`src/shared/thermal_fan_monitor_pkg.sv`:
```
package thermal_fan_monitor_pkg;

  localparam int unsigned ADDR_W = 8;
  localparam int unsigned DATA_W = 8;
  localparam int unsigned NUM_REGS = 32;
  localparam int unsigned IDX_W = 5;

  // register offsets
  localparam logic [7:0] MAIN_CONFIGURATION_ADDR   = 8'h00;
  localparam logic [7:0] EXTENDED_TEMP_BITS_ADDR   = 8'h06;
  localparam logic [7:0] FAN1_TACH_COUNT_ADDR      = 8'h08;
  localparam logic [7:0] FAN2_TACH_COUNT_ADDR      = 8'h09;
  localparam logic [7:0] LOCAL_TEMP_READING_ADDR   = 8'h0a;
  localparam logic [7:0] REMOTE1_TEMP_READING_ADDR = 8'h0b;
  localparam logic [7:0] REMOTE2_TEMP_READING_ADDR = 8'h0c;
  localparam logic [7:0] LOCAL_TEMP_OFFSET_ADDR    = 8'h0d;
  localparam logic [7:0] REMOTE1_TEMP_OFFSET_ADDR  = 8'h0e;
  localparam logic [7:0] REMOTE2_TEMP_OFFSET_ADDR  = 8'h0f;
  localparam logic [7:0] FAN1_SLOW_LIMIT_ADDR      = 8'h10;
  localparam logic [7:0] FAN2_SLOW_LIMIT_ADDR      = 8'h11;
  localparam logic [7:0] LOCAL_UPPER_LIMIT_ADDR    = 8'h14;
  localparam logic [7:0] LOCAL_LOWER_LIMIT_ADDR    = 8'h15;
  localparam logic [7:0] LOCAL_OVERTEMP_LIMIT_ADDR = 8'h16;
  localparam logic [7:0] REMOTE1_UPPER_LIMIT_ADDR  = 8'h18;
  localparam logic [7:0] REMOTE1_LOWER_LIMIT_ADDR  = 8'h19;
  localparam logic [7:0] REMOTE1_OVERTEMP_ADDR     = 8'h1a;
  localparam logic [7:0] REMOTE2_UPPER_LIMIT_ADDR  = 8'h1c;
  localparam logic [7:0] REMOTE2_LOWER_LIMIT_ADDR  = 8'h1d;
  localparam logic [7:0] REMOTE2_OVERTEMP_ADDR     = 8'h1e;

  // main configuration fields
  localparam int unsigned CFG_MONITOR_BIT     = 0;
  localparam int unsigned CFG_ALERT_EN_BIT    = 1;
  localparam int unsigned CFG_SPEED_INPUT_BIT = 2;
  localparam int unsigned CFG_INVERT_BIT      = 3;
  localparam int unsigned CFG_FAULT_EN_BIT    = 4;
  localparam int unsigned CFG_MAP_LSB         = 5;
  localparam int unsigned CFG_AUTO_BIT        = 7;

  // fan source mapping codes
  localparam logic [1:0] MAP_SPLIT   = 2'h0;
  localparam logic [1:0] MAP_REMOTE1 = 2'h1;
  localparam logic [1:0] MAP_REMOTE2 = 2'h2;
  localparam logic [1:0] MAP_MAXIMUM = 2'h3;

  // extended bits layout
  localparam int unsigned EXT_REMOTE1_LSB = 0;
  localparam int unsigned EXT_REMOTE2_LSB = 3;
  localparam int unsigned EXT_LOCAL_LSB   = 6;

  // reset values, temperatures at 1 degC per lsb
  localparam logic [7:0] MAIN_CONFIGURATION_RST = 8'h90;
  localparam logic [7:0] ZERO_RST               = 8'h00;
  localparam logic [7:0] SLOW_LIMIT_RST         = 8'hff;
  localparam logic [7:0] LOCAL_UPPER_RST        = 8'h3c;
  localparam logic [7:0] LOCAL_OVERTEMP_RST     = 8'h46;
  localparam logic [7:0] REMOTE_UPPER_RST       = 8'h50;
  localparam logic [7:0] REMOTE_OVERTEMP_RST    = 8'h64;

  localparam logic [2:0] FAULT_STRIKES = 3'h5;

  typedef enum logic [1:0] {
    SRC_LOCAL,
    SRC_REMOTE1,
    SRC_REMOTE2,
    SRC_HOTTEST
  } source_e;

endpackage : thermal_fan_monitor_pkg

```
`src/thermal_fan_monitor_regs.sv`:
```
`timescale 1ns/10ps
module thermal_fan_monitor_regs (
  input  wire logic        core_clk_i,        // system clock
  input  wire logic        srst_i,            // sync reset, active high
  input  wire logic        ce_i,              // clock enable
  input  wire logic [7:0]  reg_addr_i,        // register offset
  input  wire logic        reg_wr_i,          // write strobe
  input  wire logic [7:0]  reg_wdata_i,       // write data
  input  wire logic        reg_rd_i,          // read strobe
  output logic      [7:0]  reg_rdata_o,       // read data, one cycle after strobe
  output logic             reg_rvalid_o,      // read data valid pulse
  input  wire logic [1:0]  tach_valid_i,      // new tach count per fan
  input  wire logic [7:0]  fan1_tach_i,       // fan 1 measured count
  input  wire logic [7:0]  fan2_tach_i,       // fan 2 measured count
  input  wire logic        temp_valid_i,      // new temperature set
  input  wire logic [7:0]  local_temp_i,      // local reading, upper bits
  input  wire logic [7:0]  remote1_temp_i,    // remote 1 reading, upper bits
  input  wire logic [7:0]  remote2_temp_i,    // remote 2 reading, upper bits
  input  wire logic [7:0]  ext_bits_i,        // extended resolution bits
  input  wire logic        alert_req_i,       // interrupt request from status
  input  wire logic [1:0]  drive_raw_i,       // fan drive before polarity
  output logic             monitor_en_o,      // measurement running
  output logic             speed_input_select_o, // 1: analog speed inputs
  output logic             automatic_control_select_o, // 1: automatic
  output logic             rpm_targets_o,     // software mode rpm targets
  output logic [1:0]       fan1_source_o,     // fan 1 temperature source
  output logic [1:0]       fan2_source_o,     // fan 2 temperature source
  output logic [7:0]       fan1_ctrl_temp_o,  // fan 1 controlling temperature
  output logic [7:0]       fan2_ctrl_temp_o,  // fan 2 controlling temperature
  output logic [1:0]       drive_o,           // fan drive after polarity
  output logic [1:0]       fan_slow_o,        // latest count above limit
  output logic             int_o,             // interrupt pin level, low
  output logic             int_oe_o,          // interrupt pin enable
  output logic             fan_fault_o,       // fan-failure pin level, low
  output logic             fan_fault_oe_o     // fan-failure pin enable
);

  //////////////////////////////////////////////////////////////////////////////
  // address map helpers

  function automatic logic is_mapped(input logic [7:0] a);
    case (a)
      thermal_fan_monitor_pkg::MAIN_CONFIGURATION_ADDR,
      thermal_fan_monitor_pkg::EXTENDED_TEMP_BITS_ADDR,
      thermal_fan_monitor_pkg::FAN1_TACH_COUNT_ADDR,
      thermal_fan_monitor_pkg::FAN2_TACH_COUNT_ADDR,
      thermal_fan_monitor_pkg::LOCAL_TEMP_READING_ADDR,
      thermal_fan_monitor_pkg::REMOTE1_TEMP_READING_ADDR,
      thermal_fan_monitor_pkg::REMOTE2_TEMP_READING_ADDR,
      thermal_fan_monitor_pkg::LOCAL_TEMP_OFFSET_ADDR,
      thermal_fan_monitor_pkg::REMOTE1_TEMP_OFFSET_ADDR,
      thermal_fan_monitor_pkg::REMOTE2_TEMP_OFFSET_ADDR,
      thermal_fan_monitor_pkg::FAN1_SLOW_LIMIT_ADDR,
      thermal_fan_monitor_pkg::FAN2_SLOW_LIMIT_ADDR,
      thermal_fan_monitor_pkg::LOCAL_UPPER_LIMIT_ADDR,
      thermal_fan_monitor_pkg::LOCAL_LOWER_LIMIT_ADDR,
      thermal_fan_monitor_pkg::LOCAL_OVERTEMP_LIMIT_ADDR,
      thermal_fan_monitor_pkg::REMOTE1_UPPER_LIMIT_ADDR,
      thermal_fan_monitor_pkg::REMOTE1_LOWER_LIMIT_ADDR,
      thermal_fan_monitor_pkg::REMOTE1_OVERTEMP_ADDR,
      thermal_fan_monitor_pkg::REMOTE2_UPPER_LIMIT_ADDR,
      thermal_fan_monitor_pkg::REMOTE2_LOWER_LIMIT_ADDR,
      thermal_fan_monitor_pkg::REMOTE2_OVERTEMP_ADDR: is_mapped = 1'b1;
      default: is_mapped = 1'b0;
    endcase
  endfunction : is_mapped

  // readings and resolution bits are fed by the engine only
  function automatic logic is_read_only(input logic [7:0] a);
    case (a)
      thermal_fan_monitor_pkg::EXTENDED_TEMP_BITS_ADDR,
      thermal_fan_monitor_pkg::LOCAL_TEMP_READING_ADDR,
      thermal_fan_monitor_pkg::REMOTE1_TEMP_READING_ADDR,
      thermal_fan_monitor_pkg::REMOTE2_TEMP_READING_ADDR: is_read_only = 1'b1;
      default: is_read_only = 1'b0;
    endcase
  endfunction : is_read_only

  function automatic logic [7:0] reset_value(input logic [7:0] a);
    case (a)
      thermal_fan_monitor_pkg::MAIN_CONFIGURATION_ADDR:
        reset_value = thermal_fan_monitor_pkg::MAIN_CONFIGURATION_RST;
      thermal_fan_monitor_pkg::FAN1_SLOW_LIMIT_ADDR,
      thermal_fan_monitor_pkg::FAN2_SLOW_LIMIT_ADDR:
        reset_value = thermal_fan_monitor_pkg::SLOW_LIMIT_RST;
      thermal_fan_monitor_pkg::LOCAL_UPPER_LIMIT_ADDR:
        reset_value = thermal_fan_monitor_pkg::LOCAL_UPPER_RST;
      thermal_fan_monitor_pkg::LOCAL_OVERTEMP_LIMIT_ADDR:
        reset_value = thermal_fan_monitor_pkg::LOCAL_OVERTEMP_RST;
      thermal_fan_monitor_pkg::REMOTE1_UPPER_LIMIT_ADDR,
      thermal_fan_monitor_pkg::REMOTE2_UPPER_LIMIT_ADDR:
        reset_value = thermal_fan_monitor_pkg::REMOTE_UPPER_RST;
      thermal_fan_monitor_pkg::REMOTE1_OVERTEMP_ADDR,
      thermal_fan_monitor_pkg::REMOTE2_OVERTEMP_ADDR:
        reset_value = thermal_fan_monitor_pkg::REMOTE_OVERTEMP_RST;
      // offsets, lower limits, readings all clear
      default: reset_value = thermal_fan_monitor_pkg::ZERO_RST;
    endcase
  endfunction : reset_value

  //////////////////////////////////////////////////////////////////////////////
  // storage

  logic [7:0] regs_q [thermal_fan_monitor_pkg::NUM_REGS];
  logic [7:0] hw_data [thermal_fan_monitor_pkg::NUM_REGS];
  logic       hw_we   [thermal_fan_monitor_pkg::NUM_REGS];
  logic [7:0] cfg;
  logic       meas_en;
  logic       host_wr;

  assign cfg     = regs_q[thermal_fan_monitor_pkg::MAIN_CONFIGURATION_ADDR[4:0]];
  assign meas_en = cfg[thermal_fan_monitor_pkg::CFG_MONITOR_BIT];
  assign host_wr = reg_wr_i && is_mapped(reg_addr_i) && !is_read_only(reg_addr_i);

  // engine updates, only while monitoring runs
  always_comb begin
    for (int k = 0; k < thermal_fan_monitor_pkg::NUM_REGS; k++) begin
      hw_we[k]   = 1'b0;
      hw_data[k] = 8'h00;
    end
    hw_we[thermal_fan_monitor_pkg::FAN1_TACH_COUNT_ADDR[4:0]]   = meas_en && tach_valid_i[0];
    hw_data[thermal_fan_monitor_pkg::FAN1_TACH_COUNT_ADDR[4:0]] = fan1_tach_i;
    hw_we[thermal_fan_monitor_pkg::FAN2_TACH_COUNT_ADDR[4:0]]   = meas_en && tach_valid_i[1];
    hw_data[thermal_fan_monitor_pkg::FAN2_TACH_COUNT_ADDR[4:0]] = fan2_tach_i;
    hw_we[thermal_fan_monitor_pkg::LOCAL_TEMP_READING_ADDR[4:0]]   = meas_en && temp_valid_i;
    hw_data[thermal_fan_monitor_pkg::LOCAL_TEMP_READING_ADDR[4:0]] = local_temp_i;
    hw_we[thermal_fan_monitor_pkg::REMOTE1_TEMP_READING_ADDR[4:0]]   = meas_en && temp_valid_i;
    hw_data[thermal_fan_monitor_pkg::REMOTE1_TEMP_READING_ADDR[4:0]] = remote1_temp_i;
    hw_we[thermal_fan_monitor_pkg::REMOTE2_TEMP_READING_ADDR[4:0]]   = meas_en && temp_valid_i;
    hw_data[thermal_fan_monitor_pkg::REMOTE2_TEMP_READING_ADDR[4:0]] = remote2_temp_i;
    hw_we[thermal_fan_monitor_pkg::EXTENDED_TEMP_BITS_ADDR[4:0]]   = meas_en && temp_valid_i;
    hw_data[thermal_fan_monitor_pkg::EXTENDED_TEMP_BITS_ADDR[4:0]] = ext_bits_i;
  end

  // a fresh measurement wins over a host write in the same cycle
  for (genvar g = 0; g < thermal_fan_monitor_pkg::NUM_REGS; g++) begin : g_reg
    always_ff @(posedge core_clk_i) begin
      if (srst_i) begin
        regs_q[g] <= reset_value(8'(g));
      end else if (ce_i) begin
        if (hw_we[g]) begin
          regs_q[g] <= hw_data[g];
        end else if (host_wr && reg_addr_i == 8'(g)) begin
          regs_q[g] <= reg_wdata_i;
        end
      end
    end
  end

  //////////////////////////////////////////////////////////////////////////////
  // read port

  always_ff @(posedge core_clk_i) begin
    if (srst_i) begin
      reg_rdata_o  <= 8'h00;
      reg_rvalid_o <= 1'b0;
    end else if (ce_i) begin
      reg_rvalid_o <= reg_rd_i;
      if (reg_rd_i) begin
        if (is_mapped(reg_addr_i)) begin
          reg_rdata_o <= regs_q[reg_addr_i[4:0]];
        end else begin
          reg_rdata_o <= 8'h00;
        end
      end
    end
  end

  //////////////////////////////////////////////////////////////////////////////
  // configuration decode

  logic [1:0] map_sel;
  logic       auto_mode;

  assign map_sel   = cfg[thermal_fan_monitor_pkg::CFG_MAP_LSB +: 2];
  assign auto_mode = cfg[thermal_fan_monitor_pkg::CFG_AUTO_BIT];

  assign monitor_en_o               = meas_en;
  assign speed_input_select_o       = cfg[thermal_fan_monitor_pkg::CFG_SPEED_INPUT_BIT];
  assign automatic_control_select_o = auto_mode;
  // 01 and 10 in software mode keep duty targets
  assign rpm_targets_o = !auto_mode && map_sel == thermal_fan_monitor_pkg::MAP_MAXIMUM;

  // alert pin is open drain, driven low only when gated on
  assign int_o    = 1'b0;
  assign int_oe_o = alert_req_i && cfg[thermal_fan_monitor_pkg::CFG_ALERT_EN_BIT];

  always_ff @(posedge core_clk_i) begin
    if (srst_i) begin
      drive_o <= 2'h0;
    end else if (ce_i) begin
      drive_o <= drive_raw_i ^ {2{cfg[thermal_fan_monitor_pkg::CFG_INVERT_BIT]}};
    end
  end

  //////////////////////////////////////////////////////////////////////////////
  // temperature source mapping

  logic [7:0] t_loc;
  logic [7:0] t_r1;
  logic [7:0] t_r2;
  logic [7:0] t_max;
  logic [7:0] t_hi;

  assign t_loc = regs_q[thermal_fan_monitor_pkg::LOCAL_TEMP_READING_ADDR[4:0]];
  assign t_r1  = regs_q[thermal_fan_monitor_pkg::REMOTE1_TEMP_READING_ADDR[4:0]];
  assign t_r2  = regs_q[thermal_fan_monitor_pkg::REMOTE2_TEMP_READING_ADDR[4:0]];

  // readings are two's complement
  assign t_hi  = ($signed(t_loc) > $signed(t_r1)) ? t_loc : t_r1;
  assign t_max = ($signed(t_hi) > $signed(t_r2)) ? t_hi : t_r2;

  always_ff @(posedge core_clk_i) begin
    if (srst_i) begin
      fan1_source_o    <= thermal_fan_monitor_pkg::SRC_REMOTE1;
      fan2_source_o    <= thermal_fan_monitor_pkg::SRC_REMOTE2;
      fan1_ctrl_temp_o <= 8'h00;
      fan2_ctrl_temp_o <= 8'h00;
    end else if (ce_i) begin
      case (map_sel)
        thermal_fan_monitor_pkg::MAP_SPLIT: begin
          fan1_source_o    <= thermal_fan_monitor_pkg::SRC_REMOTE1;
          fan2_source_o    <= thermal_fan_monitor_pkg::SRC_REMOTE2;
          fan1_ctrl_temp_o <= t_r1;
          fan2_ctrl_temp_o <= t_r2;
        end
        thermal_fan_monitor_pkg::MAP_REMOTE1: begin
          fan1_source_o    <= thermal_fan_monitor_pkg::SRC_REMOTE1;
          fan2_source_o    <= thermal_fan_monitor_pkg::SRC_REMOTE1;
          fan1_ctrl_temp_o <= t_r1;
          fan2_ctrl_temp_o <= t_r1;
        end
        thermal_fan_monitor_pkg::MAP_REMOTE2: begin
          fan1_source_o    <= thermal_fan_monitor_pkg::SRC_REMOTE2;
          fan2_source_o    <= thermal_fan_monitor_pkg::SRC_REMOTE2;
          fan1_ctrl_temp_o <= t_r2;
          fan2_ctrl_temp_o <= t_r2;
        end
        default: begin
          fan1_source_o    <= thermal_fan_monitor_pkg::SRC_HOTTEST;
          fan2_source_o    <= thermal_fan_monitor_pkg::SRC_HOTTEST;
          fan1_ctrl_temp_o <= t_max;
          fan2_ctrl_temp_o <= t_max;
        end
      endcase
    end
  end

  //////////////////////////////////////////////////////////////////////////////
  // slow fan detection and fault pin

  logic [7:0] tach_new [2];
  logic [7:0] limit    [2];
  logic [2:0] strikes_q [2];
  logic [1:0] fault;

  assign tach_new[0] = fan1_tach_i;
  assign tach_new[1] = fan2_tach_i;
  assign limit[0]    = regs_q[thermal_fan_monitor_pkg::FAN1_SLOW_LIMIT_ADDR[4:0]];
  assign limit[1]    = regs_q[thermal_fan_monitor_pkg::FAN2_SLOW_LIMIT_ADDR[4:0]];

  // default limit FFh can never be exceeded, so no fault until lowered
  for (genvar f = 0; f < 2; f++) begin : g_fan
    always_ff @(posedge core_clk_i) begin
      if (srst_i) begin
        strikes_q[f]  <= 3'h0;
        fan_slow_o[f] <= 1'b0;
      end else if (ce_i && meas_en && tach_valid_i[f]) begin
        fan_slow_o[f] <= tach_new[f] > limit[f];
        if (tach_new[f] > limit[f]) begin
          if (strikes_q[f] != thermal_fan_monitor_pkg::FAULT_STRIKES) begin
            strikes_q[f] <= strikes_q[f] + 3'h1;
          end
        end else begin
          strikes_q[f] <= 3'h0;
        end
      end
    end
    assign fault[f] = strikes_q[f] == thermal_fan_monitor_pkg::FAULT_STRIKES;
  end

  always_ff @(posedge core_clk_i) begin
    if (srst_i) begin
      fan_fault_oe_o <= 1'b0;
    end else if (ce_i) begin
      fan_fault_oe_o <= (|fault) && cfg[thermal_fan_monitor_pkg::CFG_FAULT_EN_BIT];
    end
  end

  assign fan_fault_o = 1'b0;

endmodule : thermal_fan_monitor_regs

```
`config.mk`:
```
export PLATFORM = sky130hd
export DESIGN_NAME = thermal_fan_monitor_regs
export DESIGN_NICKNAME = d
export VERILOG_FILES = /design/src/shared/thermal_fan_monitor_pkg.sv /design/src/thermal_fan_monitor_regs.sv
export SDC_FILE = /design/constraint.sdc
export NUM_CORES = 1
export LEC_CHECK = 0
export ABC_AREA = 1
export BUFFER_PORTS_ARGS = -buffer_cell sky130_fd_sc_hd__buf_2
export CAP_MARGIN = 0
export CORE_MARGIN = 1.5
export CORE_UTILIZATION = 54
export DETAILED_ROUTE_END_ITERATION = 8
export GPL_TIMING_DRIVEN = 0
export PLACE_DENSITY = 0.79
export SYNTH_ARGS = -nofsm -noshare
export SYNTH_HDL_FRONTEND = slang
export SYNTH_SLANG_ARGS = --single-unit
```
`constraint.sdc`:
```
create_clock -name core_clk_i -period 3.1 [get_ports core_clk_i]
set_input_delay 0.155 -clock core_clk_i [delete_from_list [all_inputs] [get_ports core_clk_i]]
set_output_delay 0.155 -clock core_clk_i [all_outputs]
set_load 0.02 [all_outputs]
```
* After elaboration in Yosys (flattened, before gate mapping) *
Memories as Yosys holds them, arrays and structs flattened.
Cells that the tools add are included.

word-level totals
  register bits = 34
  latch bits = 0
  RAM bits = 262
  ROM bits = 64
  input bits = 75
  output and inout bits = 41
  word-level logic and storage cells = 375
  memories = 4

cells by class
  add/sub/neg operators = 2
  $mul = 0
  div/mod/pow operators = 0
  magnitude comparators = 4
  equality and inequality tests = 38
  shift operators = 0
  multiplexer cells = 221
  bitwise gates (word level) = 43
  reduce and logical (&&, ||, !) cells = 53

memories
  memory           depth  bits a word  read ports  clocked after Yosys merged registers in  wr ports  line                             source
  regs_q           32     8            7           0                                        32        thermal_fan_monitor_regs.sv:104  logic [7:0] regs_q [thermal_fan_monitor_pkg::NUM_REGS];
  (no name shown)  32     1            1           0                                        0         thermal_fan_monitor_regs.sv:42   case (a)
  (no name shown)  32     1            1           0                                        0         thermal_fan_monitor_regs.sv:42
  strikes_q        2      3            2           0                                        2         thermal_fan_monitor_regs.sv:254  logic [2:0] strikes_q [2];

operators with widths
  operator                                       number
  two-way mux 8 bit                              41
  two-way mux 1 bit                              172
  == test 8 x 5 -> 1 bit, second input constant  16
  == test 8 x 4 -> 1 bit, second input constant  8
  logical AND 1 bit                              43
  bitwise OR 1 bit                               42
  == test 8 x 3 -> 1 bit, second input constant  4
  > comparator 8 bit                             4
  one-hot mux 8 bit (2 select lines)             2
  == test 8 x 2 -> 1 bit, second input constant  2
  two-way mux 3 bit                              4
  == test 8 x 1 -> 1 bit, second input constant  1
  logical NOT 8 bit                              1
  one-hot mux 2 bit (2 select lines)             2
  adder 3 x 1 -> 3 bit, second input constant    2
  == test 3 bit, second input constant           2
  != test 3 bit, second input constant           2
  OR reduction 2 bit                             3
  == test 2 bit, second input constant           2
  OR reduction 4 bit                             1
  logical NOT 3 bit                              1
  == test 2 x 1 -> 1 bit, second input constant  1
  logical NOT 1 bit                              2
  logical NOT 2 bit                              1
  2 further kinds                                2

* Logic depth before layout (Yosys ltp) *
Gate-level depths: netlist (run 1).

  depth after elaboration = 12
  mapped depth = 25
  gate-level depth less buffers = 25

* Least setup slack after synthesis (run 1) *
No wires, ideal clock.

  path type = register to register
  start point = memory regs_q[11][7]
  end point = register fan2_ctrl_temp_o[0]
  library setup time = 0.119 ns
  arrival = 2.832 ns
  path slack = 0.148 ns
  cell stages (with the launch flop) = 22
  period minus slack after synthesis = 2.952 ns
  cell sequence = edfxtp_1 inv_1 ha_1 nand2_1 inv_1 nand2_1 nand2_1 inv_1 nand2_1 nand2_1 nand3_1 nand2_1 nand2_1 ha_1 nand2_1 o21a_1 nand3_1 nand3_1 inv_1 nand3_1 nand2_1 a21oi_1

RTL lines
  item                    line                             source
  start: declaration      thermal_fan_monitor_regs.sv:104
  end signal: assignment  thermal_fan_monitor_regs.sv:225  fan2_ctrl_temp_o <= t_r2;
  end signal: assignment  thermal_fan_monitor_regs.sv:231  fan2_ctrl_temp_o <= t_r1;
  end signal: assignment  thermal_fan_monitor_regs.sv:237  fan2_ctrl_temp_o <= t_r2;
  end: declaration        thermal_fan_monitor_regs.sv:29   output logic [7:0] fan2_ctrl_temp_o,

==> results.py, run 1 <==
metrics = {
    "clock_network": {
        "cts_buffers": 30,
        "clock_path_buffers": 3,
        "clockRootBuffer": "clkbuf_16",
        "clk_pin_slew_ns": 0.06,
        "clock_sinks": 296,
        "tritoncts": "done",
        "htree_levels": 1,
        "clock_latency_ns": 0.57,
    },
    "routing": {
        "vias": 11900,
        "drtPass1Iterations": 7,
        "final_antenna_net_count": 0,
        "drc": 0,
        "wl_mm": 46.4,
        "viasPerCell": 5.83,
        "detail_route.wl_per_cell_um": 22.8,
        "drt_iter0_markers": 1581,
    },
    "worst_setup_path": {
        "cp_max_fo": 8,
        "r2r_start": "regs_q[11][6]$_DFFE_PP_",
        "rr_worst_depth": 24,
        "crit_path_end": "fan2_ctrl_temp_o[7]$_SDFFE_PP0P_",
        "criticalPathCategory": "flop to flop",
        "crit_start": "regs_q[11][6]$_DFFE_PP_",
        "timing.rr.end": "fan2_ctrl_temp_o[7]$_SDFFE_PP0P_",
        "r2r_slack_ns": 0.1,
        "start_kind": "flop",
        "cp-end-kind": "flop",
        "cp.required_ns": 3.59,
        "arrival_ns": 3.49,
    },
    "logic_synthesis": {
        "ys_ff_latch": 296,
        "synth_edf_count": 262,
        "ys_types": 42,
        "yosysTopAreaCell": "edfxtp_1",
        "synth_ff_type": "edfxtp_1",
        "ys_top_cells_by_count": "310 x nand2_1, 262 x edfxtp_1, 175 x nor2_1, 117 x inv_1, 100 x a22oi_1",
        "synth_most_common_cell": "nand2_1",
        "netlist.area_leader.share_pct": 56.8,
        "synth_cells": 1373,
        "synthesis.area_mm2": 0.0138,
        "synth_area_leaders": "edfxtp_1 57%, nand2_1 8.4%, a22oi_1 5.4%",
        "ys_warn_count": 0,
        "synth-async-reset-ratio_pct": 0,
        "avgSynthCellArea_um2": 10.1,
        "synth-seq-area-share_pct": 61.8,
    },
    "sta": {
        "layout_min_cycle_time_ns": 3.00,
        "timing.hold.ws_ns": 0.0150,
        "relSlewSlack_pct": 33.5,
        "clock_skew_ns": 0.0183,
        "drv_slew": 0,
        "hold_viol": 0,
        "worst_slew_pin_slew_ns": 0.998,
        "rsz0062_at_grt": "yes",
        "setup_viol": 0,
        "max_freq_mhz": 333,
        "fin_crit_sh_pct": 96.8,
    },
    "pwr": {
        "p_per_area_mw_per_mm2": 571,
        "leakagePower_nw": 7.18,
        "ir_drop_uv": 561,
        "total_power_mw": 9.79,
    },
    "die": {
        "die_area_mm2": 0.0266,
        "die_x_um": 163,
        "start_util_pct": 55.0,
        "rows": 58,
        "ios": 116,
        "die_h_um": 163,
        "core-area_mm2": 0.0252,
    },
    "placement": {
        "gp_congestion": 1.00,
        "portBuffers": 112,
        "dpl.hpwl_mm": 33.1,
        "place_area_mm2": 0.0151,
    },
    "global_routing": {
        "grt_pass1_vias": 11500,
        "grt_pass1_wl_mm": 66.8,
        "grt_usage_pct": 34.7,
        "gr-total-overflow": 0,
        "grt_max_degree": 15,
        "antenna_found_initial": 0,
    },
    "layout": {
        "drive_above_1_share_pct": 17.3,
        "final_area_mm2": 0.0171,
        "n_antenna_cell": 0,
        "syn2layout_area_growth_pct": 23.9,
        "nets": 1792,
    },
    "status": {
        "status": "finished, final reports clean",
    },
    "flow_run": {
        "maxCapViolations": 0,
    },
    "min_path": {
        "min_path_type": "primary input to flop",
    },
}
## repair_timing
| item | in CTS | in global routing |
|---|---|---|
| hold buffers | 48 | 0 |
| gates resized for setup | 17 | 47 |
| buffers inserted | 8 | 19 |
| pin swaps | 3 | 23 |
| hold endpoints to repair | 48 | 0 |
| endpoints found under the setup margin | 16 | 16 |
## worst max-delay path: stages, from the launching register on
cell and delay (ns):
edfxtp_1 0.44, inv_2 0.16, ha_4 0.22, nand2_2 0.07, inv_1 0.04, nand2_1 0.05
nand2_1 0.07, inv_1 0.07, nand2_2 0.06, nand2_4 0.12, nand3_4 0.15, nand2_2 0.12
nand2_2 0.07, ha_4 0.27, inv_2 0.03, o21bai_1 0.12, nand2_1 0.06, nand2_1 0.05
nand2_1 0.06, nand3_2 0.08, nand3_4 0.10, buf_6 0.15, a21oi_2 0.14, nand2_2 0.10
a21oi_2 0.13
## sequential cells by signal, summed over array words and instances (netlist names)
name / count
regs_q: 256
strikes_q: 6
reg_rdata_o: 8
fan1_source_o: 2
reg_rvalid_o: 1
fan_fault_oe_o: 1
fan1_ctrl_temp_o: 8
fan2_ctrl_temp_o: 8
fan_slow_o: 2
drive_o: 2
fan2_source_o: 2
## per-layer routing
metal  wire length [um]  GRT usage, %
met5                  0             0
met2              21600          56.6
met4               3190          21.9
met1              17000          43.7
met3               4650          4.90
## through the flow
stage | util, % | setup slack, ns | cells | setup TNS [ns]
6_report | 68.1 | 0.0988 | 2034 | 0
5_1_grt | 68.1 | -0.112 | 2034 | -1.07
2_1_floorplan | - | 0.148 | 1462 | 0
3_3_place_gp | 60.2 | -0.758 | 1904 | -11.59
3_5_place_dp | 60.2 | -0.742 | 1904 | -11.26
4_1_cts | 66.8 | 0.0102 | 2015 | 0
## how the worst min path moves through the flow
stage	start	to	slack, ns	cells past startpoint
final	fan1_tach_i[0]	regs_q[8][0]$_DFFE_PP_	0.01	3
after global routing	fan1_tach_i[0]	regs_q[8][0]$_DFFE_PP_	0.03	3
after CTS	fan1_tach_i[0]	regs_q[8][0]$_DFFE_PP_	0.005	3
after detailed placement	fan1_source_o[0]$_SDFFE_PP1P_	fan1_source_o[0]$_SDFFE_PP1P_	0.45	2
after global placement	ext_bits_i[0]	regs_q[6][0]$_DFFE_PP_	0.45	3
after floorplan	fan1_tach_i[1]	regs_q[8][1]$_DFFE_PP_	0.35	2
## cells by family after synthesis
logic type | after synthesis | share of synthesized area, %
and+or+nand+nor | 570 | 16.9
xor gates and xnor gates | 4 | 0.253
buffers and inverters | 205 | 5.82
other | 1 | 0.0271
AOI/OAI and AO/OA | 261 | 12.0
DFF | 296 | 61.8
adders and majority gates | 36 | 3.25
## report_power, final
part	switching (mW)	internal, mW	total (mW)
Clock	1.53	2.39	3.92
Sequential	0.105	4.58	4.68
Combinational	0.806	0.383	1.19
## layout make-up
class | instances | area [um^2]
Fill cell | 1931 | 8030
Tap cell | 330 | 413
Multi-Input combinational cell | 961 | 5050
Timing Repair Buffer | 187 | 1250
Sequential cell | 296 | 8550
Inverter | 131 | 497
Buffer | 74 | 314
Clock buffer | 38 | 832
Clock inverter | 17 | 238
## placed cells by master, fill, tap and decap left out, types with 15 or more instances in the layout
cell           Yosys  layout
clkbuf_16          0      31
nand2_2            1      15
a21oi_1           67      49
a22oi_1          100     100
inv_1            117     107
a21oi_2            0      18
clkbuf_1          53      57
buf_4              3      28
conb_1             1      90
edfxtp_1         262     262
dfxtp_1           34      34
ha_1              36      30
dlygate4sd3_1      0      48
nor2_1           175     172
o21ai_0           46      46
nand3_1           43      39
buf_2             14     126
inv_2             12      21
o22ai_1           21      21
nand2_1          310     295
Power figures use the tool's default switching activity.
==> run 2, diff against run 1 <==
--- a/config.mk
+++ b/config.mk
@@ -13,6 +13,7 @@
 export DETAILED_ROUTE_END_ITERATION = 8
 export GPL_TIMING_DRIVEN = 0
 export PLACE_DENSITY = 0.79
+export SETUP_SLACK_MARGIN = 0.5
 export SYNTH_ARGS = -nofsm -noshare
 export SYNTH_HDL_FRONTEND = slang
 export SYNTH_SLANG_ARGS = --single-unit
==> results.py, run 2 (synthesis results as in run 1) <==
metrics = {
    "min_path": {
        "holdPathEnd": "regs_q[8][0]$_DFFE_PP_",
        "min_path_type": "primary input to flop",
        "min_path_cells": 3,
        "hp-start": "fan1_tach_i[0]",
    },
    "clock_network": {
        "clk_pin_slew_ns": 0.06,
        "htree_levels": 1,
        "clockRootBuffer": "clkbuf_16",
        "cts_buffers": 30,
        "tritoncts": "done",
        "clock_latency_ns": 0.57,
        "clock_path_buffers": 3,
        "clock_sinks": 296,
    },
    "worst_setup_path": {
        "cp_common_cell": "nand2_1",
        "critical-path-max-stage-delay_ns": 0.46,
        "crit_buf_inv": 2,
        "arrival_ns": 3.77,
        "cp_slowest_cell": "edfxtp_1",
        "timing.rr.end": "fan1_ctrl_temp_o[3]$_SDFFE_PP0P_",
        "r2r_start": "regs_q[10][1]$_DFFE_PP_",
        "start_kind": "flop",
        "cp_max_fo": 8,
        "rr_worst_depth": 20,
        "r2r_slack_ns": -0.16,
        "cp-end-kind": "flop",
        "worstPathCellList": "ha_4 > nand2_2 > nand2_1 > nand2_1 > nand2_1 > nand2_2 > nand2_2 > nand2_4 > buf_4 > nand4_1 > nand2_1 > ha_4 > nand2_1 > nor2_2 > nand4_1 > nand3_4 > clkinv_8 > nand3_4 > nand2_2 > a21oi_1",
        "path_delay_family": "simple AND/OR/NAND/NOR gates",
        "criticalPathCategory": "flop to flop",
        "cp.required_ns": 3.60,
    },
    "routing": {
        "vias": 12000,
        "viasPerCell": 5.84,
        "drtPass1Iterations": 6,
        "drc": 0,
        "drt_iter0_markers": 1757,
        "wl_mm": 47.6,
        "final_antenna_net_count": 0,
        "detail_route.wl_per_cell_um": 23.1,
    },
    "layout": {
        "final_common_cell": "nand2_1",
        "largest_reg_flops": 256,
        "syn2layout_area_growth_pct": 25.9,
        "layout_common_cells": "285 x nand2_1, 262 x edfxtp_1, 172 x nor2_1",
        "n_fill_cell": 1862,
        "drive_above_1_share_pct": 19.6,
        "final_cells": 2060,
        "nets": 1817,
        "ff_latch_area_mm2": 0.00855,
        "regMostFlops": "regs_q",
        "n_antenna_cell": 0,
        "multi_input_area_mm2": 0.00525,
    },
    "placement": {
        "dpl.hpwl_mm": 33.2,
        "placedCellCount": 1904,
        "gp_congestion": 1.00,
        "portBuffers": 112,
    },
    "sta": {
        "rsz0062_at_grt": "yes",
        "final.setup.worst_slack_ns": -0.164,
        "fin_crit_sh_pct": 105,
        "layout_min_cycle_time_ns": 3.26,
        "max_freq_mhz": 306,
        "worst_slew_pin_slew_ns": 1.00,
        "setup_viol": 16,
        "clock_skew_ns": 0.00888,
        "drv_slew": 0,
        "relSlewSlack_pct": 33.0,
        "hold_viol": 0,
    },
    "die": {
        "die_x_um": 163,
        "die_area_mm2": 0.0266,
        "rows": 58,
        "ios": 116,
        "core-area_mm2": 0.0252,
        "start_util_pct": 55.0,
        "die_h_um": 163,
    },
    "status": {
        "violations": "negative setup slack",
        "status": "complete, but fails checks",
    },
    "pwr": {
        "p_per_area_mw_per_mm2": 550,
        "total_power_mw": 9.59,
        "leakagePower_nw": 7.33,
        "ir_drop_uv": 455,
    },
    "global_routing": {
        "grt_pass1_vias": 11600,
        "grt_usage_pct": 35.7,
        "grt_pass1_wl_mm": 68.4,
        "antenna_found_initial": 0,
        "grt_max_degree": 15,
        "gr-total-overflow": 0,
    },
    "flow_run": {
        "maxCapViolations": 0,
    },
}
## run 2: final cells by class
cell class | instances | share of cell area (%)
multi-input combinational | 963 | 30.1
clock inverter | 16 | 0.782
buffer | 74 | 1.80
sequential | 296 | 49.0
timing repair buffer | 210 | 8.13
tap | 330 | 2.37
inverter | 131 | 2.91
clock buffer | 40 | 4.82
## run 2: what timing repair did
item | CTS | global route
pin swaps | 31 | 17
hold endpoints to repair | 48 | 0
gates cloned | 2 | 0
endpoints found under the setup margin | 16 | 116
hold buffers | 48 | 0
setup buffers | 37 | 13
resized for setup | 48 | 31
## run 2: worst max-delay path by stage
| stage | from | endpoint | slack, ns | depth (start not counted) |
|---|---|---|---|---|
| 2_1_floorplan | regs_q[10][7]$_DFFE_PP_ | fan1_ctrl_temp_o[1]$_SDFFE_PP0P_ | 0.43 | 18 |
| 3_3_place_gp | regs_q[11][7]$_DFFE_PP_ | fan1_ctrl_temp_o[4]$_SDFFE_PP0P_ | -0.14 | 17 |
| 3_5_place_dp | regs_q[11][7]$_DFFE_PP_ | fan1_ctrl_temp_o[4]$_SDFFE_PP0P_ | -0.16 | 17 |
| 4_1_cts | regs_q[10][1]$_DFFE_PP_ | fan2_ctrl_temp_o[2]$_SDFFE_PP0P_ | 0.11 | 23 |
| 5_1_grt | regs_q[10][5]$_DFFE_PP_ | fan1_ctrl_temp_o[3]$_SDFFE_PP0P_ | -0.25 | 18 |
| 6_report | regs_q[10][1]$_DFFE_PP_ | fan1_ctrl_temp_o[3]$_SDFFE_PP0P_ | -0.16 | 20 |
## run 2: power by group
part,internal [mW],total (mW),switching [mW]
registers,4.58,4.68,0.106
clock network,2.06,3.62,1.56
logic,0.417,1.28,0.861
total,7.06,9.59,2.53
## run 2: through the flow
step | setup slack, ns | area [um^2] | util (%) | hold WS, ns | TNS (ns)
3_5_place_dp | -0.161 | 15300 | 60.6 | 0.453 | -1.71
2_1_floorplan | 0.427 | 14300 | - | 0.346 | 0
5_1_grt | -0.254 | 17400 | 69.2 | 0.0640 | -3.76
6_report | -0.164 | 17400 | 69.2 | 0.0413 | -2.07
3_3_place_gp | -0.140 | 15300 | 60.6 | 0.454 | -1.76
4_1_cts | 0.113 | 17200 | 68.3 | 0.0341 | 0
## run 2: metal layers
metal	track usage [%]	share of wire [%]	up-vias
li1	-	-	5361
met1	44.9	36	5633
met2	58.7	47	847
met3	6.02	11	198
met4	20.6	6.7	0
met5	0	0	-
## run 2: worst reg2reg max path: stages, from the launching register on
cell	delay, ns
edfxtp_1	0.46
ha_4	0.32
nand2_2	0.05
nand2_1	0.05
nand2_1	0.07
nand2_1	0.09
nand2_2	0.11
nand2_2	0.12
nand2_4	0.09
buf_4	0.14
nand4_1	0.16
nand2_1	0.15
ha_4	0.32
nand2_1	0.09
nor2_2	0.13
nand4_1	0.20
nand3_4	0.22
clkinv_8	0.12
nand3_4	0.10
nand2_2	0.07
a21oi_1	0.14
